--- src/ssp_pkg.sv ---
// How it works
// - slave select low gates slave shifting; ignored outside slave mode.
// - in slave mode, control bit 0 reads back the select pin level.
// - done flag bit 7 sets per byte; cleared by write or data read.
// - collision bit 6 sets on data write during a transfer; write clears.
// - control bit 5 gives shared pins to serial port, else two-wire.
// - control bit 4 picks master with clock output, else slave input.
// - control bit 3 sets the serial clock idle level.
// - control bit 2 picks leading or trailing launch edge.
// - control bits 1 and 0 choose the master bit rate.
// - both ends should share idle level and phase settings.
// - master data write runs eight periods, latches byte, sets done.
// - slave data write preloads byte; each outside clock shifts one bit.
// - slave byte ends at eighth clock (phase 1) or select rise (phase 0).
// - software master drives data bit when enabled, clock bit directly.
// - with driver off, data input bit captures data pin on clock rise.
// - two-wire control bit 2 holds the slave in reset.
// - direction bit 1 set while transmitting, cleared while receiving.
// - byte flag bit 0 sets per slave byte; data access clears it.
// - own address register holds 7-bit address, resets to 55 hex.
// - serial bytes shift eight bits, most significant bit first.
// - after address match the slave holds clock low until flag clears.
package ssp_pkg;
   localparam int AW = 10;
   localparam logic [7:0] IDX_IIC_DATA = 8'h9a;
   localparam logic [7:0] IDX_IIC_ADDR = 8'h9b;
   localparam logic [7:0] IDX_IIC_CTL = 8'he8;
   localparam logic [7:0] IDX_SPI_DATA = 8'hf7;
   localparam logic [7:0] IDX_SPI_CTL = 8'hf8;
   localparam logic [7:0] RST_IIC_DATA = 8'h00;
   localparam logic [7:0] RST_IIC_ADDR = 8'h55;
   localparam logic [7:0] RST_IIC_CTL = 8'h00;
   localparam logic [7:0] RST_SPI_DATA = 8'h00;
   localparam logic [7:0] RST_SPI_CTL = 8'h00;
   localparam int B_DONE = 7, B_COLL = 6, B_PINS = 5, B_MASTER = 4;
   localparam int B_IDLE = 3, B_PHASE = 2, B_RATE_HI = 1, B_RATE_LO = 0;
   localparam int B_SW_DOUT = 7, B_SW_DEN = 6, B_SW_CLK = 5, B_SW_DIN = 4;
   localparam int B_IIC_MSEL = 3, B_IIC_SRST = 2, B_IIC_DIR = 1, B_IIC_FLAG = 0;
   localparam logic [7:0] IIC_CTL_WMASK = 8'hec;
   localparam logic [4:0] LAST_EDGE = 5'h0f;
   localparam logic [3:0] IIC_ACK_BIT = 4'h8;
   localparam logic [3:0] IIC_END_BIT = 4'h9;
   // half period of the master clock, in mclk cycles
   // fastest rate must outlast the miso synchroniser latency
   localparam logic [7:0] RATE_HALF0 = 8'h06;
   localparam logic [7:0] RATE_HALF1 = 8'h08;
   localparam logic [7:0] RATE_HALF2 = 8'h20;
   localparam logic [7:0] RATE_HALF3 = 8'h40;
   typedef enum logic [1:0] {SPI_IDLE = 2'b01, SPI_RUN = 2'b10} ssp_spi_e;
   typedef struct packed {
      logic [2:0] s_scl;
      logic [2:0] s_sda;
      logic [2:0] s_miso;
      logic [2:0] s_ss;
      logic f_scl;
      logic f_sda;
      logic f_miso;
      logic f_ss;
      logic waitreq;
      logic [7:0] rdata;
      logic [7:0] spi_ctl;
      logic [7:0] spi_dat;
      logic [7:0] sh;
      ssp_spi_e spi_st;
      logic [4:0] cnt;
      logic [7:0] hcnt;
      logic sclk_o;
      logic dout;
      logic [7:0] iic_ctl;
      logic [7:0] iic_dat;
      logic [7:0] iic_adr;
      logic [7:0] ish;
      logic [3:0] ibit;
      logic act;
      logic match;
      logic ackdrv;
      logic txbit;
      logic scl_out;
      logic scl_oe;
      logic sda_out;
      logic sda_oe;
      logic miso_out;
      logic miso_oe;
   } ssp_state_s;
   function automatic logic [AW-1:0] addr_of(input logic [7:0] idx);
      return {idx, 2'b00};
   endfunction
   function automatic logic [7:0] rate_half(input logic [1:0] sel);
      case (sel)
         2'h0: return RATE_HALF0;
         2'h1: return RATE_HALF1;
         2'h2: return RATE_HALF2;
         default: return RATE_HALF3;
      endcase
   endfunction
endpackage

--- src/ssp_top.sv ---
// Chosen here: the Avalon-MM register port.
`timescale 1ns/1ps
module ssp_top (
   input wire logic mclk, // core clock
   input wire logic reset, // sync reset
   input wire logic [ssp_pkg::AW-1:0] avs_address, // byte address
   input wire logic avs_read, // read request
   input wire logic avs_write, // write request
   input wire logic [31:0] avs_writedata, // write data
   input wire logic [3:0] avs_byteenable, // byte lanes
   output logic [31:0] avs_readdata, // read data
   output logic avs_waitrequest, // stall
   input wire logic shared_serial_clock_in, // clock pin level
   output logic shared_serial_clock_out, // clock pin drive value
   output logic shared_serial_clock_oe, // clock pin drive enable
   input wire logic shared_serial_data_in, // data/mosi pin level
   output logic shared_serial_data_out, // data/mosi drive value
   output logic shared_serial_data_oe, // data/mosi drive enable
   input wire logic miso_in, // miso pin level
   output logic miso_out, // miso drive value
   output logic miso_oe, // miso drive enable
   input wire logic slave_select_n // slave select pin
);
   import ssp_pkg::*;

   ssp_state_s q;
   ssp_state_s n;
   logic req, rd_acc, wr_acc, spi_en, master, clock_idle_level, clock_edge_phase, busy;
   logic ev, lead, sample, ss_rise, scl_rise, scl_fall, sda_rise, sda_fall;
   logic iic_on, dir, fin;
   logic [7:0] wd;

   always_comb begin
      n = q;
      n.s_scl = {q.s_scl[1:0], shared_serial_clock_in};
      n.s_sda = {q.s_sda[1:0], shared_serial_data_in};
      n.s_miso = {q.s_miso[1:0], miso_in};
      n.s_ss = {q.s_ss[1:0], slave_select_n};
      if (q.s_scl[1] == q.s_scl[2]) n.f_scl = q.s_scl[2];
      if (q.s_sda[1] == q.s_sda[2]) n.f_sda = q.s_sda[2];
      if (q.s_miso[1] == q.s_miso[2]) n.f_miso = q.s_miso[2];
      if (q.s_ss[1] == q.s_ss[2]) n.f_ss = q.s_ss[2];
      scl_rise = n.f_scl & ~q.f_scl;
      scl_fall = ~n.f_scl & q.f_scl;
      sda_rise = n.f_sda & ~q.f_sda;
      sda_fall = ~n.f_sda & q.f_sda;
      ss_rise = n.f_ss & ~q.f_ss;
      spi_en = q.spi_ctl[B_PINS];
      master = q.spi_ctl[B_MASTER];
      clock_idle_level = q.spi_ctl[B_IDLE];
      clock_edge_phase = q.spi_ctl[B_PHASE];
      dir = q.iic_ctl[B_IIC_DIR];
      busy = (q.spi_st == SPI_RUN) | (~master & (q.cnt != 5'h00));
      wd = avs_writedata[7:0];
      req = avs_read | avs_write;
      rd_acc = avs_read & ~q.waitreq;
      wr_acc = avs_write & ~q.waitreq & avs_byteenable[0];
      ev = 1'b0;
      lead = 1'b0;
      sample = 1'b0;
      fin = 1'b0;

      // bus slave: one wait cycle, then accept
      n.waitreq = ~(req & q.waitreq);
      if (req & q.waitreq) begin
         if (avs_address == addr_of(IDX_IIC_DATA)) begin
            n.rdata = q.iic_dat;
         end else if (avs_address == addr_of(IDX_IIC_ADDR)) begin
            n.rdata = q.iic_adr;
         end else if (avs_address == addr_of(IDX_IIC_CTL)) begin
            n.rdata = q.iic_ctl;
         end else if (avs_address == addr_of(IDX_SPI_DATA)) begin
            n.rdata = q.spi_dat;
         end else if (avs_address == addr_of(IDX_SPI_CTL)) begin
            n.rdata = q.spi_ctl;
            if (~master) n.rdata[B_RATE_LO] = q.f_ss;
         end else begin
            n.rdata = 8'h00;
         end
      end

      // software side effects first, hardware sets afterwards
      if (wr_acc) begin
         if (avs_address == addr_of(IDX_IIC_DATA)) begin
            n.iic_dat = wd;
            if (q.match & dir) begin
               n.ish = wd;
               n.txbit = wd[7];
            end
         end else if (avs_address == addr_of(IDX_IIC_ADDR)) begin
            n.iic_adr = wd;
         end else if (avs_address == addr_of(IDX_IIC_CTL)) begin
            n.iic_ctl = (q.iic_ctl & ~IIC_CTL_WMASK) | (wd & IIC_CTL_WMASK);
         end else if (avs_address == addr_of(IDX_SPI_CTL)) begin
            n.spi_ctl = wd;
         end else if (avs_address == addr_of(IDX_SPI_DATA)) begin
            if (busy) begin
               n.spi_ctl[B_COLL] = 1'b1;
            end else begin
               n.sh = wd;
               n.dout = wd[7];
               if (master & spi_en) begin
                  n.spi_st = SPI_RUN;
                  n.hcnt = 8'h00;
                  n.cnt = 5'h00;
               end
            end
         end
      end
      if (rd_acc & (avs_address == addr_of(IDX_SPI_DATA))) n.spi_ctl[B_DONE] = 1'b0;
      if ((rd_acc | wr_acc) & (avs_address == addr_of(IDX_IIC_DATA))) begin
         n.iic_ctl[B_IIC_FLAG] = 1'b0;
      end

      // serial port engine
      if (spi_en & master & (q.spi_st == SPI_RUN)) begin
         n.hcnt = q.hcnt + 8'h01;
         if (q.hcnt == rate_half(q.spi_ctl[B_RATE_HI:B_RATE_LO]) - 8'h01) begin
            n.hcnt = 8'h00;
            n.sclk_o = ~q.sclk_o;
            ev = 1'b1;
            lead = ~q.cnt[0];
         end
      end else if (spi_en & ~master & ~q.f_ss) begin
         ev = n.f_scl != q.f_scl;
         lead = q.f_scl == clock_idle_level;
      end
      if (ev) begin
         sample = lead ^ clock_edge_phase;
         if (sample) begin
            n.sh = {n.sh[6:0], master ? q.f_miso : q.f_sda};
         end else begin
            n.dout = n.sh[7];
         end
         n.cnt = q.cnt + 5'h01;
         // phase 1 ends on eighth clock
         if ((q.cnt == LAST_EDGE) & (master | clock_edge_phase)) fin = 1'b1;
      end
      if (spi_en & ~master) begin
         // phase 0 ends on select rise
         if (ss_rise & ~clock_edge_phase & (q.cnt != 5'h00)) fin = 1'b1;
         if (n.f_ss) n.cnt = 5'h00;
      end
      if (fin) begin
         n.spi_dat = n.sh;
         n.spi_ctl[B_DONE] = 1'b1;
         n.spi_st = SPI_IDLE;
         n.cnt = 5'h00;
      end
      if (n.spi_st != SPI_RUN) n.sclk_o = clock_idle_level;
      if (~spi_en) begin
         n.spi_st = SPI_IDLE;
         n.cnt = 5'h00;
      end

      if (~spi_en & q.iic_ctl[B_IIC_MSEL] & ~q.iic_ctl[B_SW_DEN] & scl_rise) begin
         n.iic_ctl[B_SW_DIN] = q.f_sda;
      end
      // slave runs only in hardware slave mode
      iic_on = ~spi_en & ~q.iic_ctl[B_IIC_MSEL] & ~q.iic_ctl[B_IIC_SRST];
      if (~iic_on) begin
         n.act = 1'b0;
         n.match = 1'b0;
         n.ibit = 4'h0;
         n.ackdrv = 1'b0;
         n.txbit = 1'b1;
         if (q.iic_ctl[B_IIC_SRST]) begin
            n.iic_ctl[B_IIC_FLAG] = 1'b0;
            n.iic_ctl[B_IIC_DIR] = 1'b0;
         end
      end else if (q.f_scl & n.f_scl & sda_fall) begin
         n.act = 1'b1;
         n.match = 1'b0;
         n.ibit = 4'h0;
         n.ackdrv = 1'b0;
         n.txbit = 1'b1;
      end else if (q.f_scl & n.f_scl & sda_rise) begin
         n.act = 1'b0;
         n.match = 1'b0;
         n.ackdrv = 1'b0;
         n.txbit = 1'b1;
      end else if (q.act) begin
         if (scl_rise) begin
            if (q.ibit < IIC_ACK_BIT) begin
               n.ish = {q.ish[6:0], q.f_sda};
               n.ibit = q.ibit + 4'h1;
            end else if (q.match & dir & q.f_sda) begin
               n.act = 1'b0;
               n.match = 1'b0;
            end else begin
               n.ibit = IIC_END_BIT;
            end
         end
         if (scl_fall) begin
            if (q.ibit == IIC_ACK_BIT) begin
               n.txbit = 1'b1;
               if (~q.match) begin
                  if (q.ish[7:1] == q.iic_adr[6:0]) begin
                     n.match = 1'b1;
                     n.iic_ctl[B_IIC_DIR] = q.ish[0];
                     n.iic_dat = q.ish;
                     n.ackdrv = 1'b1;
                  end else begin
                     n.act = 1'b0;
                  end
               end else if (~dir) begin
                  n.iic_dat = q.ish;
                  n.ackdrv = 1'b1;
               end
            end else if (q.ibit == IIC_END_BIT) begin
               n.ackdrv = 1'b0;
               n.ibit = 4'h0;
               n.iic_ctl[B_IIC_FLAG] = q.match;
            end else if (q.ibit < IIC_ACK_BIT) begin
               n.txbit = q.ish[7];
            end
         end
      end

      n.miso_out = 1'b0;
      n.miso_oe = 1'b0;
      if (spi_en) begin
         n.scl_oe = master;
         n.scl_out = n.sclk_o;
         n.sda_oe = master;
         n.sda_out = n.dout;
         n.miso_oe = ~master & ~n.f_ss;
         n.miso_out = n.dout;
      end else if (q.iic_ctl[B_IIC_MSEL]) begin
         n.scl_oe = 1'b1;
         n.scl_out = n.iic_ctl[B_SW_CLK];
         n.sda_oe = n.iic_ctl[B_SW_DEN];
         n.sda_out = n.iic_ctl[B_SW_DOUT];
      end else begin
         n.scl_oe = n.act & n.match & n.iic_ctl[B_IIC_FLAG];
         n.scl_out = 1'b0;
         n.sda_oe = n.act & (n.ackdrv | (n.match & n.iic_ctl[B_IIC_DIR] &
                    (n.ibit < IIC_ACK_BIT) & ~n.txbit));
         n.sda_out = 1'b0;
      end
   end

   always_ff @(posedge mclk) begin
      if (reset) begin
         q <= '0;
         q.s_ss <= 3'h7;
         q.f_ss <= 1'b1;
         q.waitreq <= 1'b1;
         q.spi_ctl <= RST_SPI_CTL;
         q.spi_dat <= RST_SPI_DATA;
         q.spi_st <= SPI_IDLE;
         q.iic_ctl <= RST_IIC_CTL;
         q.iic_dat <= RST_IIC_DATA;
         q.iic_adr <= RST_IIC_ADDR;
         q.txbit <= 1'b1;
      end else begin
         q <= n;
      end
   end

   assign avs_readdata = {24'h000000, q.rdata};
   assign avs_waitrequest = q.waitreq;
   assign shared_serial_clock_out = q.scl_out;
   assign shared_serial_clock_oe = q.scl_oe;
   assign shared_serial_data_out = q.sda_out;
   assign shared_serial_data_oe = q.sda_oe;
   assign miso_out = q.miso_out;
   assign miso_oe = q.miso_oe;
endmodule

--- config.mk ---
export PLATFORM = sky130hd
export DESIGN_NAME = ssp_top
export DESIGN_NICKNAME = d
export VERILOG_FILES = /design/src/ssp_pkg.sv /design/src/ssp_top.sv
export SDC_FILE = /design/constraint.sdc
export NUM_CORES = 1
export LEC_CHECK = 0
export BUFFER_PORTS_ARGS = -buffer_cell sky130_fd_sc_hd__buf_4
export CAP_MARGIN = 10
export CORE_ASPECT_RATIO = 1.25
export CORE_MARGIN = 4
export CORE_UTILIZATION = 30
export CTS_CLUSTER_DIAMETER = 100
export DETAILED_ROUTE_END_ITERATION = 16
export PLACE_DENSITY_LB_ADDON = 0.08
export RECOVER_POWER = 100
export SYNTH_ARGS = -nofsm -noshare
export SYNTH_HDL_FRONTEND = slang
export SYNTH_SLANG_ARGS = --single-unit
--- constraint.sdc ---
create_clock -name mclk -period 3.5 [get_ports mclk]
set_clock_uncertainty 0.05 [all_clocks]
set_input_delay 0.525 -clock mclk [delete_from_list [all_inputs] [get_ports mclk]]
set_output_delay 0.525 -clock mclk [all_outputs]
set_load 0.05 [all_outputs]
After elaboration in Yosys (flattened, before gate mapping)
Cells that the tools add are included.
Word-level totals
  register bits after elaboration: 112
  input port bits: 54
  output and inout bits: 39
  logic and storage cells: 270
Cells by class
  add/subtract/negate cells: 4
  magnitude comparators: 2
  equality and inequality tests: 30
  multiplexer cells: 114
  bitwise logic cells: 63
  reductions and logical operators: 20
Operators by type and width (count)
  two-way mux 8 bit: 29
  two-way mux 23 bit: 7
  == test 10 bit (second input constant): 5
  two-way mux 1 bit: 44
  two-way mux 10 bit: 4
  bitwise AND 1 bit: 36
  two-way mux 9 bit: 4
  two-way mux 33 bit: 1
  two-way mux 4 bit: 7
  case mux 7 bit (3 select lines): 1
  inverter 1 bit: 20
  two-way mux 16 bit: 1
  two-way mux 2 bit: 8
  two-way mux 15 bit: 1
  two-way mux 5 bit: 3
  two-way mux 14 bit: 1
  != test 2 x 1 -> 1 bit (second input constant): 7
  nonzero test 2 bit: 7
  two-way mux 12 bit: 1
  AND reduction 5 bit: 2
  != test 3 x 2 -> 1 bit (second input constant): 3
  adder 8 x 1 -> 8 bit (second input constant): 1
  == test 4 bit (second input constant): 2
  == test 8 bit: 1
  other kinds (25): 37

Logic depth before layout (Yosys ltp)
Gate-level depths: netlist of run 1.
  word-level depth: 27
  gate-level depth with buffers: 12
  depth with buffers taken out: 11

Worst setup path before layout of run 1
OpenSTA, ideal clock, no wires.
  path type: register to register
  from: reg q[79] (netlist name)
  to: reg q[71] (netlist name)
  library setup time: 0.122 ns
  arrival time: 2.300 ns
  required time: 3.328 ns
  path slack: 1.028 ns
  cell stages (with the launch flop): 10
  period minus slack after synthesis: 2.472 ns
  cell sequence: dfxtp_1 nor2_1 inv_1 ha_1 xnor2_1 a211o_1 o31ai_1 nand4_4 buf_4 a221o_1
On the way
  longest elaborated chain between the ends: 10
  elaborated cells between the ends (all ways): 17
RTL lines
  start, declared: RTL line ssp_top.sv:26  | ssp_state_s q;
  start signal, assigned: RTL line ssp_top.sv:257  | q <= n;
  == test 2 bit (tied with other cells): RTL line ssp_pkg.sv:89  | case (sel)
  case mux 7 bit (3 select lines) *: RTL line ssp_pkg.sv:89
  two-way mux 8 bit *: RTL line ssp_top.sv:116  | if (spi_en & master & (q.spi_st == SPI_RUN)) begin
  subtractor 8 x 1 -> 8 bit *: RTL line ssp_top.sv:118  | if (q.hcnt == rate_half(q.spi_ctl[B_RATE_HI:B_RATE_LO]) - 8'h01) begin
  == test 8 bit *: RTL line ssp_top.sv:118
  two-way mux 1 bit: RTL line ssp_top.sv:118
  two-way mux 1 bit: RTL line ssp_top.sv:116
  XOR 1 bit or two-way mux 1 bit (tied branches): RTL line ssp_top.sv:129, ssp_top.sv:128
  two-way mux 8 bit or two-way mux 1 bit (tied branches): RTL line ssp_top.sv:130, ssp_top.sv:141
  two-way mux 8 bit or two-way mux 1 bit (tied branches): RTL line ssp_top.sv:128, ssp_top.sv:139
Every way passes the cells marked *; elsewhere a longest branch is shown, timed or not. The select of a mux whose other input is x is not followed.
A chain may end at the register's enable or synchronous reset.

Worst setup path in the final report of run 1
  from: reg q[80] (netlist name)
  to: reg q (netlist bit shared_serial_clock_out)
On the way
  longest elaborated chain between the ends: 14
  elaborated cells between the ends (all ways): 18
RTL lines
  == test 2 bit (tied with other cells): RTL line ssp_pkg.sv:89
  case mux 7 bit (3 select lines) *: RTL line ssp_pkg.sv:89
  two-way mux 8 bit *: RTL line ssp_top.sv:116
  subtractor 8 x 1 -> 8 bit *: RTL line ssp_top.sv:118
  == test 8 bit *: RTL line ssp_top.sv:118
  two-way mux 1 bit: RTL line ssp_top.sv:118
  two-way mux 1 bit: RTL line ssp_top.sv:116
  two-way mux 1 bit: RTL line ssp_top.sv:128  | if (ev) begin
  two-way mux 1 bit: RTL line ssp_top.sv:141  | if (ss_rise & ~clock_edge_phase & (q.cnt != 5'h00)) fin = 1'b1;
  two-way mux 1 bit: RTL line ssp_top.sv:139  | if (spi_en & ~master) begin
  two-way mux 7 bit: RTL line ssp_top.sv:144  | if (fin) begin
  != test 2 bit: RTL line ssp_top.sv:150  | if (n.spi_st != SPI_RUN) n.sclk_o = clock_idle_level;
  two-way mux 1 bit *: RTL line ssp_top.sv:150
  two-way mux 4 bit *: RTL line ssp_top.sv:222  | if (spi_en) begin
Marks and branches as above.

==> results.txt, run 1 <==
Netlist Area Pre-Place: 6065 um2
DRC: 0
CP required: 3.57 ns
DRT antenna net count: 0
Mapped Cells: 705
Max Root-Sink Buffers: 2
Synth Area per Inst: 8.602 um2
hold depth: 2
outcome: finished, violations left
Initial DRT Pass Iterations: 4
Yosys warning count: 0
Synth top area share: 0.3697
period utilization: 0.8638
Placer Congestion: 0.8038
Final Hold Viols: 0
Psw: 624.1 uW
hold path endpoint: n[101]$_SDFF_PP1_
top_reg_cell synth: dfxtp_1
Largest register FFs: 85
Final nets: 795
Synth area leaders: dfxtp_1 37%, mux2i_1 5.4%, nor2_1 5.0%, buf_4 4.2%, nand2_1 3.1%
largest family of logic cells by synthesized area: simple AND/OR/NAND/NOR gates
Leakage: 2.507 nW
FMAX: 330.8 MHz
Routed wire per std cell: 17.08 um
Worst slew margin: -0.6198
max-slew violation count: 57
Crit Path Class: flop to flop
# IOs: 93
initial DRC count: 252
FF-to-FF path depth: 9
Reg2Reg Setup Slack: 0.48 ns
Critical R2R Capture: shared_serial_clock_out$_SDFF_PP0_
share of cells above drive strength 1: 0.1088
Biggest register: q
simple-gate share of the synthesized area: 0.2703
clk sinks: 112
number of CTS-inserted buffers: 9
Finished Cell Area: 6787 um2
Post-CTS Setup Inserts: 0
Layout area overhead: 11.90%
Via density: 5.103
Hold WS: 0.3027 ns
pre-CTS setup slack: 0.5795 ns
top cells by count, synth: 112 x dfxtp_1, 80 x nor2_1, 50 x nand2_1
Detailed Route WL: 17080 um
xor and xnor fraction of the mapped netlist area: 0.02744
Synth Area in Compound Gates: 0.1770
critical hold path startpoint: slave_select_n
adder and majority gate portion of the synthesized area: 0.02434
diodes inserted: 0
Worst Setup Slack, final: 0.4768 ns
Final setup viols: 0
hold_buf cts: 0
ys async rst share: 0
library cells used by synthesis: 76
Reg clk slew, reported paths: 0.08 ns
Max-Cap Viols: 1
mux cell area share after synthesis: 0.05818
CTS tree: yes
Clock Power Share: 0.443
RSZ-0062 raised after global routing: false
Net Sw Frac: 0.2410
Synth area leader: dfxtp_1
global-route wire length before repair: 27880 um
combinational power share: 0.062
Die W: 135.2 um
Root Buffer: clkbuf_16
post-synthesis register bit count: 112
PortBufs: 41
post-route setup TNS: 0 ns
post_cts resized: 0
most instantiated library cell after synthesis: dfxtp_1
CP Max Fanout: 9
Tmin final: 3.023 ns
Die ar.: 22570 um2
Seq/Total Area, Yosys: 0.3697
Worst-Skew Late Latency: 0.36 ns
largest net degree at the start of global routing: 57
Vias: 5103
antenna violations before repair: 0
Setup crit start kind: flop
Worst Tran Pin Value: 2.430 ns
launching point of the worst reg2reg path: q[80]$_SDFFE_PP0P_
number of global-route vias before repair: 5103
Placement Cell Area: 6520 um2
Die Height: 167.0 um
crit path DAT: 3.09 ns
Flop pwr share: 0.496
Setup crit end kind: flop
post-detail-place hpwl: 12970 um
GRT Total Usage: 0.1539
failing checks: capacitance limit, slew limit
Post-synth EDFFs: 0
maximum vdd ir drop: 267.2 uV
initial core utilization: 0.3081
Int Pwr: 1.966 mW
placeable core region: 19680 um2
H-tree levels: 3
worst min-delay path class: input port to flop
total gr overflow: 0
power per cell area: 381.7 nW/um2
Std-Cell Rows: 57
## cell families after synthesis
| kind of cell | count (synthesis) |
|---|---|
| muxes | 35 |
| buffers and inverters | 80 |
| adders and majority gates | 12 |
| other | 1 |
| DFF | 112 |
| and+or+nand+nor | 300 |
| AOI/OAI and AO/OA | 146 |
| xor gates and xnor gates | 19 |
## worst max path at each step
stage	from	to
5_1_grt	reset	q[71]$_SDFFE_PP0P_
3_3_place_gp	q[79]$_SDFFE_PP0P_	shared_serial_clock_out$_SDFF_PP0_
3_5_place_dp	avs_address[4]	avs_readdata[1]$_SDFFE_PP0P_
2_1_floorplan	q[79]$_SDFFE_PP0P_	q[71]$_SDFFE_PP0P_
6_report	q[80]$_SDFFE_PP0P_	shared_serial_clock_out$_SDFF_PP0_
4_1_cts	q[79]$_SDFFE_PP0P_	shared_serial_clock_out$_SDFF_PP0_
## routing by layer
layer	up-vias	track usage	part of all wire
met3	27	0.02565	0.029
met1	2454	0.1986	0.46
met4	0	0.05173	0.023
li1	2541	-	-
met2	81	0.2595	0.49
met5	-	0	0
## through the flow
step | cells | util | power (mW)
final | 1000 | 0.3448 | 2.590
after global routing | 1000 | 0.3448 | 2.698
after CTS | 1000 | 0.3480 | 2.632
after detailed placement | 984 | 0.3312 | 1.474
after global placement | 984 | 0.3312 | 1.473
after floorplan | 728 | - | 1.437
## critical path, cell delays in order, from the launching register on
cell	delay, ns
dfxtp_1	0.39
nor2_1	0.22
inv_1	0.07
ha_1	0.28
xnor2_1	0.15
a211oi_2	0.44
nand4_1	0.46
o211ai_1	0.31
mux2i_1	0.26
o32ai_1	0.14
## power groups by stage
stage | clock network, mW | logic, mW | registers, mW
finish | 1.15 | 0.159 | 1.28
global placement | 0 | 0.159 | 1.31
global route | 1.24 | 0.170 | 1.28
floorplan | 0 | 0.121 | 1.32
detailed placement | 0 | 0.160 | 1.31
CTS | 1.19 | 0.160 | 1.28
## final cells by class
cell class / instances / area, um2
clock buffers: 10 / 239.0
clock inverters: 6 / 90.09
fillers: 2139 / 12900
inverters: 15 / 56.30
multi-input cells: 536 / 3470
flip-flops and latches: 112 / 2242
well taps: 265 / 331.6
repair buffers: 56 / 357.8
## placed cells by master (no fill, tap or decap), types with 4 or more instances in the layout
cell type  instances
inv_1             15
nor3_1            12
a311oi_1           8
clkbuf_16          9
clkbuf_1          16
dfxtp_1          112
nor3b_1            5
xnor2_1           15
o21ai_1            4
nand4_1           15
nand3_1           27
and2_1            10
nand2b_1          15
a211o_1            6
o21ai_0           22
a222oi_1           8
nor2b_1           28
nand4b_1           4
nand3b_1          11
or2_2              7
mux2i_1           33
a211oi_1          24
xor2_1             4
ha_1              11
or3_1              5
and3_1             6
nor4_1             4
conb_1            24
buf_4             39
nor2_1            80
a31oi_1            4
a21oi_1           28
a221oi_1           9
nand2_1           50
(Power assumes the default switching activity.)
==> run 2: changes to the inputs <==
Clock period 3.5 ns to 2.68 ns, I/O delays scaled along.
==> run 2 against run 1 <==
- global-route usage up 0.24 points
- largest power group unchanged
- sequential power up 31%
- clock power up 25%
- critical path type unchanged
- clock-buffer cell count down 1
- the flow now finishes without violations
- highest routed layer unchanged
- sequential cell count unchanged
- combinational power up 32%
- design area up 2.5%
- first-iteration DRC count up 6.3%
==> results.txt, run 2 (same netlist as run 1, synthesis figures left out) <==
combinational power share: 0.063
Placement Cell Area: 6743 um2
Die ar.: 22570 um2
Final Hold Viols: 0
fin cells: 1028
Post-CTS Setup Inserts: 0
Std-Cell Rows: 57
share of cells above drive strength 1: 0.1324
placeable core region: 19680 um2
Max-Cap Viols: 0
Reg clk slew, reported paths: 0.08 ns
CP Max Fanout: 8
Initial DRT Pass Iterations: 5
Crit Path Class: flop to flop
CTS tree: yes
initial core utilization: 0.3081
Int Pwr: 2.465 mW
antenna violations before repair: 0
FMAX: 396.0 MHz
hold_buf cts: 0
outcome: complete, no violations
total gr overflow: 0
Worst Tran Pin Value: 0.8240 ns
max-slew violation count: 0
Setup crit start kind: flop
placed insts: 1012
Biggest register: q
Root Buffer: clkbuf_16
Vias: 5228
power per cell area: 477.9 nW/um2
Die Height: 167.0 um
DRT antenna net count: 0
CP Cell Sequence: nor2_1 -> inv_1 -> ha_1 -> xnor2_1 -> a211oi_2 -> buf_4 -> nand4_1 -> buf_4 -> a221oi_1 -> mux2i_1 -> nand2_1
met3 wire length: 519 um
Finished Cell Area: 6958 um2
# IOs: 93
number of CTS-inserted buffers: 9
Worst-Skew Late Latency: 0.36 ns
Via density: 5.086
diodes inserted: 0
Tmin final: 2.525 ns
Max Root-Sink Buffers: 2
max incr delay on CP: 0.41 ns
Final setup viols: 0
wl on met1: 7871 um
crit path DAT: 2.77 ns
Setup crit end kind: flop
CP required: 2.93 ns
largest net degree at the start of global routing: 60
worst min-delay path class: input port to flop
DRC: 0
Layout area overhead: 14.73%
H-tree levels: 3
Net Sw Frac: 0.2588
commonest non-fill, non-tap cell in the layout: dfxtp_1
global-route wire length before repair: 28260 um
maximum vdd ir drop: 332.0 uV
Final nets: 823
Psw: 860.7 uW
clk sinks: 112
Critical-path top delay cell: a221oi_1
top routing layer in use: met4
most frequent cells in the layout: 112 x dfxtp_1, 80 x nor2_1, 54 x buf_4, 50 x nand2_1, 33 x mux2i_1
Leakage: 2.623 nW
post-detail-place hpwl: 13370 um
most used cell, CP: buf_4
number of global-route vias before repair: 5181
Largest register FFs: 85
period utilization: 0.9422
initial DRC count: 268
GRT Total Usage: 0.1564
Detailed Route WL: 17510 um
PortBufs: 41
Clock Power Share: 0.433
Routed wire per std cell: 17.03 um
Worst slew margin: 0.4507
DR WL met2: 8785 um
Die W: 135.2 um
Flop pwr share: 0.504
Placer Congestion: 0.8165
[run 2: power by group through the flow]
| stage | clock [mW] | sequential, mW | combinational, mW |
|---|---|---|---|
| 6_report | 1.44 | 1.68 | 0.210 |
| 4_1_cts | 1.48 | 1.68 | 0.212 |
| 3_5_place_dp | 0 | 1.72 | 0.212 |
| 2_1_floorplan | 0 | 1.72 | 0.158 |
| 3_3_place_gp | 0 | 1.72 | 0.211 |
| 5_1_grt | 1.55 | 1.68 | 0.222 |
[run 2: cell type report]
class,count,area (um2)
timing repair buffer,84,543.0
tap,265,331.6
inverter,15,56.30
fill,2112,12730
multi-input combinational,536,3475
sequential,112,2242
clock buffer,9,225.2
clock inverter,7,85.08
[run 2: path summary, 6_finish.rpt]
| check | slack (ns) | cells past startpoint | endpoint | startpoint |
|---|---|---|---|---|
| setup reg to reg | 0.15 | 11 | q[77]$_SDFFE_PP0P_ | q[79]$_SDFFE_PP0P_ |
| hold reg to reg | 0.37 | 1 | n[102]$_SDFF_PP1_ | n[101]$_SDFF_PP1_ |
| setup / recovery | 0.15 | 11 | q[77]$_SDFFE_PP0P_ | q[79]$_SDFFE_PP0P_ |
| hold / removal | 0.18 | 2 | n[101]$_SDFF_PP1_ | slave_select_n |
[run 2: per-layer routing]
layer / global-route usage / vias up
met4: 0.04998 / 0
met3: 0.02323 / 18
met1: 0.2010 / 2532
li1: - / 2587
met5: 0 / -
met2: 0.2678 / 91
[run 2: what timing repair did]
item	4_1_cts	5_1_grt
cloned	0	0
endpoints found under the setup margin	1	7
gates resized for setup	1	2
[run 2: worst max-delay path, delay by kind of cell, from the launching register on]
kind	cells	cell delay, ns
AO/OA/AOI/OAI	2	0.61
buffers and inverters	3	0.45
AND/OR/NAND/NOR	3	0.40
flip-flops	1	0.35
adder cells (fa/ha/maj)	1	0.29
XOR/XNOR	1	0.16
multiplexers	1	0.16
[run 2: metrics by stage]
stage                     utilization  worst slack, ns  power (mW)  TNS [ns]  hold slack [ns]
after floorplan                     -           0.2084       1.877         0           0.3395
after global placement         0.3426          0.06940       1.926         0           0.3477
after detailed placement       0.3426          0.03246       1.927         0           0.3508
after CTS                      0.3585           0.1273       3.372         0           0.1670
after global routing           0.3535         -0.01178       3.454  -0.02214           0.1700
final                          0.3535           0.1548       3.325         0           0.1799
==> run 3: changes to the inputs <==
Settings changed: PLACE_DENSITY_LB_ADDON 0.08 to default.
==> run 3 against run 2 <==
- the flow now finishes with violations (capacitance limit, slew limit)
- worst hold slack worse by 0.011 ns
- largest power group unchanged
- fmax up 1.6%
- clock-buffer cell count unchanged
- register-to-register slack better by 0.04 ns
- total power about the same
==> results.txt, run 3 (same netlist as run 1, synthesis figures left out) <==
multi-input logic area: 3452 um2
GRT Total Usage: 0.1499
CP required: 2.89 ns
Max-Cap Viols: 1
DRC: 0
Hold WS: 0.1685 ns
CTS tree: yes
Std-Cell Rows: 57
total gr overflow: 0
Final nets: 825
largest net degree at the start of global routing: 40
DRT antenna net count: 0
Die W: 135.2 um
Worst-Skew Late Latency: 0.36 ns
most frequent cells in the layout: 112 x dfxtp_1, 80 x nor2_1, 63 x buf_4, 50 x nand2_1, 33 x mux2i_1
post-detail-place hpwl: 12590 um
Final setup viols: 0
Vias: 5251
Crit Path Class: flop to flop
Setup crit end kind: flop
FMAX: 402.4 MHz
Routed wire per std cell: 16.28 um
H-tree levels: 3
placeable core region: 19680 um2
pre-CTS setup slack: 0.03424 ns
Biggest register: q
Initial DRT Pass Iterations: 5
sequential standard cell area: 2242 um2
initial core utilization: 0.3081
Pwr Total: 3.326 mW
crit path DAT: 2.69 ns
diodes inserted: 0
Setup crit start kind: flop
Placer Congestion: 0.9270
antenna violations before repair: 0
share of cells above drive strength 1: 0.1386
# IOs: 93
Tmin final: 2.485 ns
global-route wire length before repair: 27090 um
failing checks: capacitance limit, slew limit
Worst Tran Pin Value: 1.734 ns
CP Max Fanout: 7
outcome: finished, violations left
Detailed Route WL: 16770 um
number of CTS-inserted buffers: 9
Die Height: 167.0 um
Max Root-Sink Buffers: 2
power per cell area: 477.1 nW/um2
hold_buf cts: 0
Final Hold Viols: 0
worst min-delay path class: input port to flop
Worst Setup Slack, final: 0.1950 ns
fill count: 2095
clk sinks: 112
max-slew violation count: 40
fin cells: 1030
Leakage: 2.625 nW
Via density: 5.098
commonest non-fill, non-tap cell in the layout: dfxtp_1
Die ar.: 22570 um2
placed insts: 1014
period utilization: 0.9273
Layout area overhead: 14.96%
Worst slew margin: -0.1562
Root Buffer: clkbuf_16
Reg2Reg Setup Slack: 0.19 ns
initial DRC count: 359
PortBufs: 41
Largest register FFs: 85
maximum vdd ir drop: 306.1 uV
Reg clk slew, reported paths: 0.08 ns
number of global-route vias before repair: 5011
[run 3: cell count changes in the layout (fill, tap and decap cells not counted), sizes merged]
cell	previous run	this run
buf	56	64
clkinvlp	2	1
clkinv	0	1
clkbuf	37	31
[run 3: worst paths after layout]
kind | start | endpoint | depth (start not counted)
max | q[79]$_SDFFE_PP0P_ | q[77]$_SDFFE_PP0P_ | 10
min | slave_select_n | n[101]$_SDFF_PP1_ | 2
max reg2reg | q[79]$_SDFFE_PP0P_ | q[77]$_SDFFE_PP0P_ | 10
min reg2reg | n[101]$_SDFF_PP1_ | n[102]$_SDFF_PP1_ | 1
[run 3: repair_timing]
action	CTS	global route
setup endpoints to repair	0	12
gates resized for setup	0	1
hold endpoints to repair	0	0
setup buffers	0	0
[run 3: routing by layer]
layer	routed length, um	global-route usage	up-vias
met2	8446	0.2578	112
li1	-	-	2600
met3	621	0.02173	28
met5	0	0	-
met4	522	0.06488	0
met1	7180	0.1850	2511
[run 3: cell type report]
type | count | share of cell area
Multi-Input combinational cell | 536 | 0.4952
Sequential cell | 112 | 0.3216
Timing Repair Buffer | 86 | 0.08291
Tap cell | 265 | 0.04756
Clock buffer | 9 | 0.03230
Clock inverter | 7 | 0.01238
Inverter | 15 | 0.008076
[run 3: stage by stage]
step	area (um2)	util	setup TNS, ns
after floorplan	6151	-	0
after global placement	6758	0.3433	0
after detailed placement	6758	0.3433	0
after CTS	7069	0.3591	0
after global routing	6972	0.3542	-0.1342
final	6972	0.3542	0
[run 3: power by group]
group          switching, mW  internal, mW
clock network          0.692         0.748
logic                  0.160        0.0483
registers            0.00637          1.67
[run 3: worst max-delay path, stage by stage (launching register included)]
cell and delay [ns]:
dfxtp_1 0.36, nor2_1 0.16, inv_1 0.06, ha_1 0.28, xnor2_1 0.15, a211o_1 0.30
o31ai_1 0.37, nand4_4 0.20, buf_4 0.22, mux2i_1 0.17, nand2_1 0.06
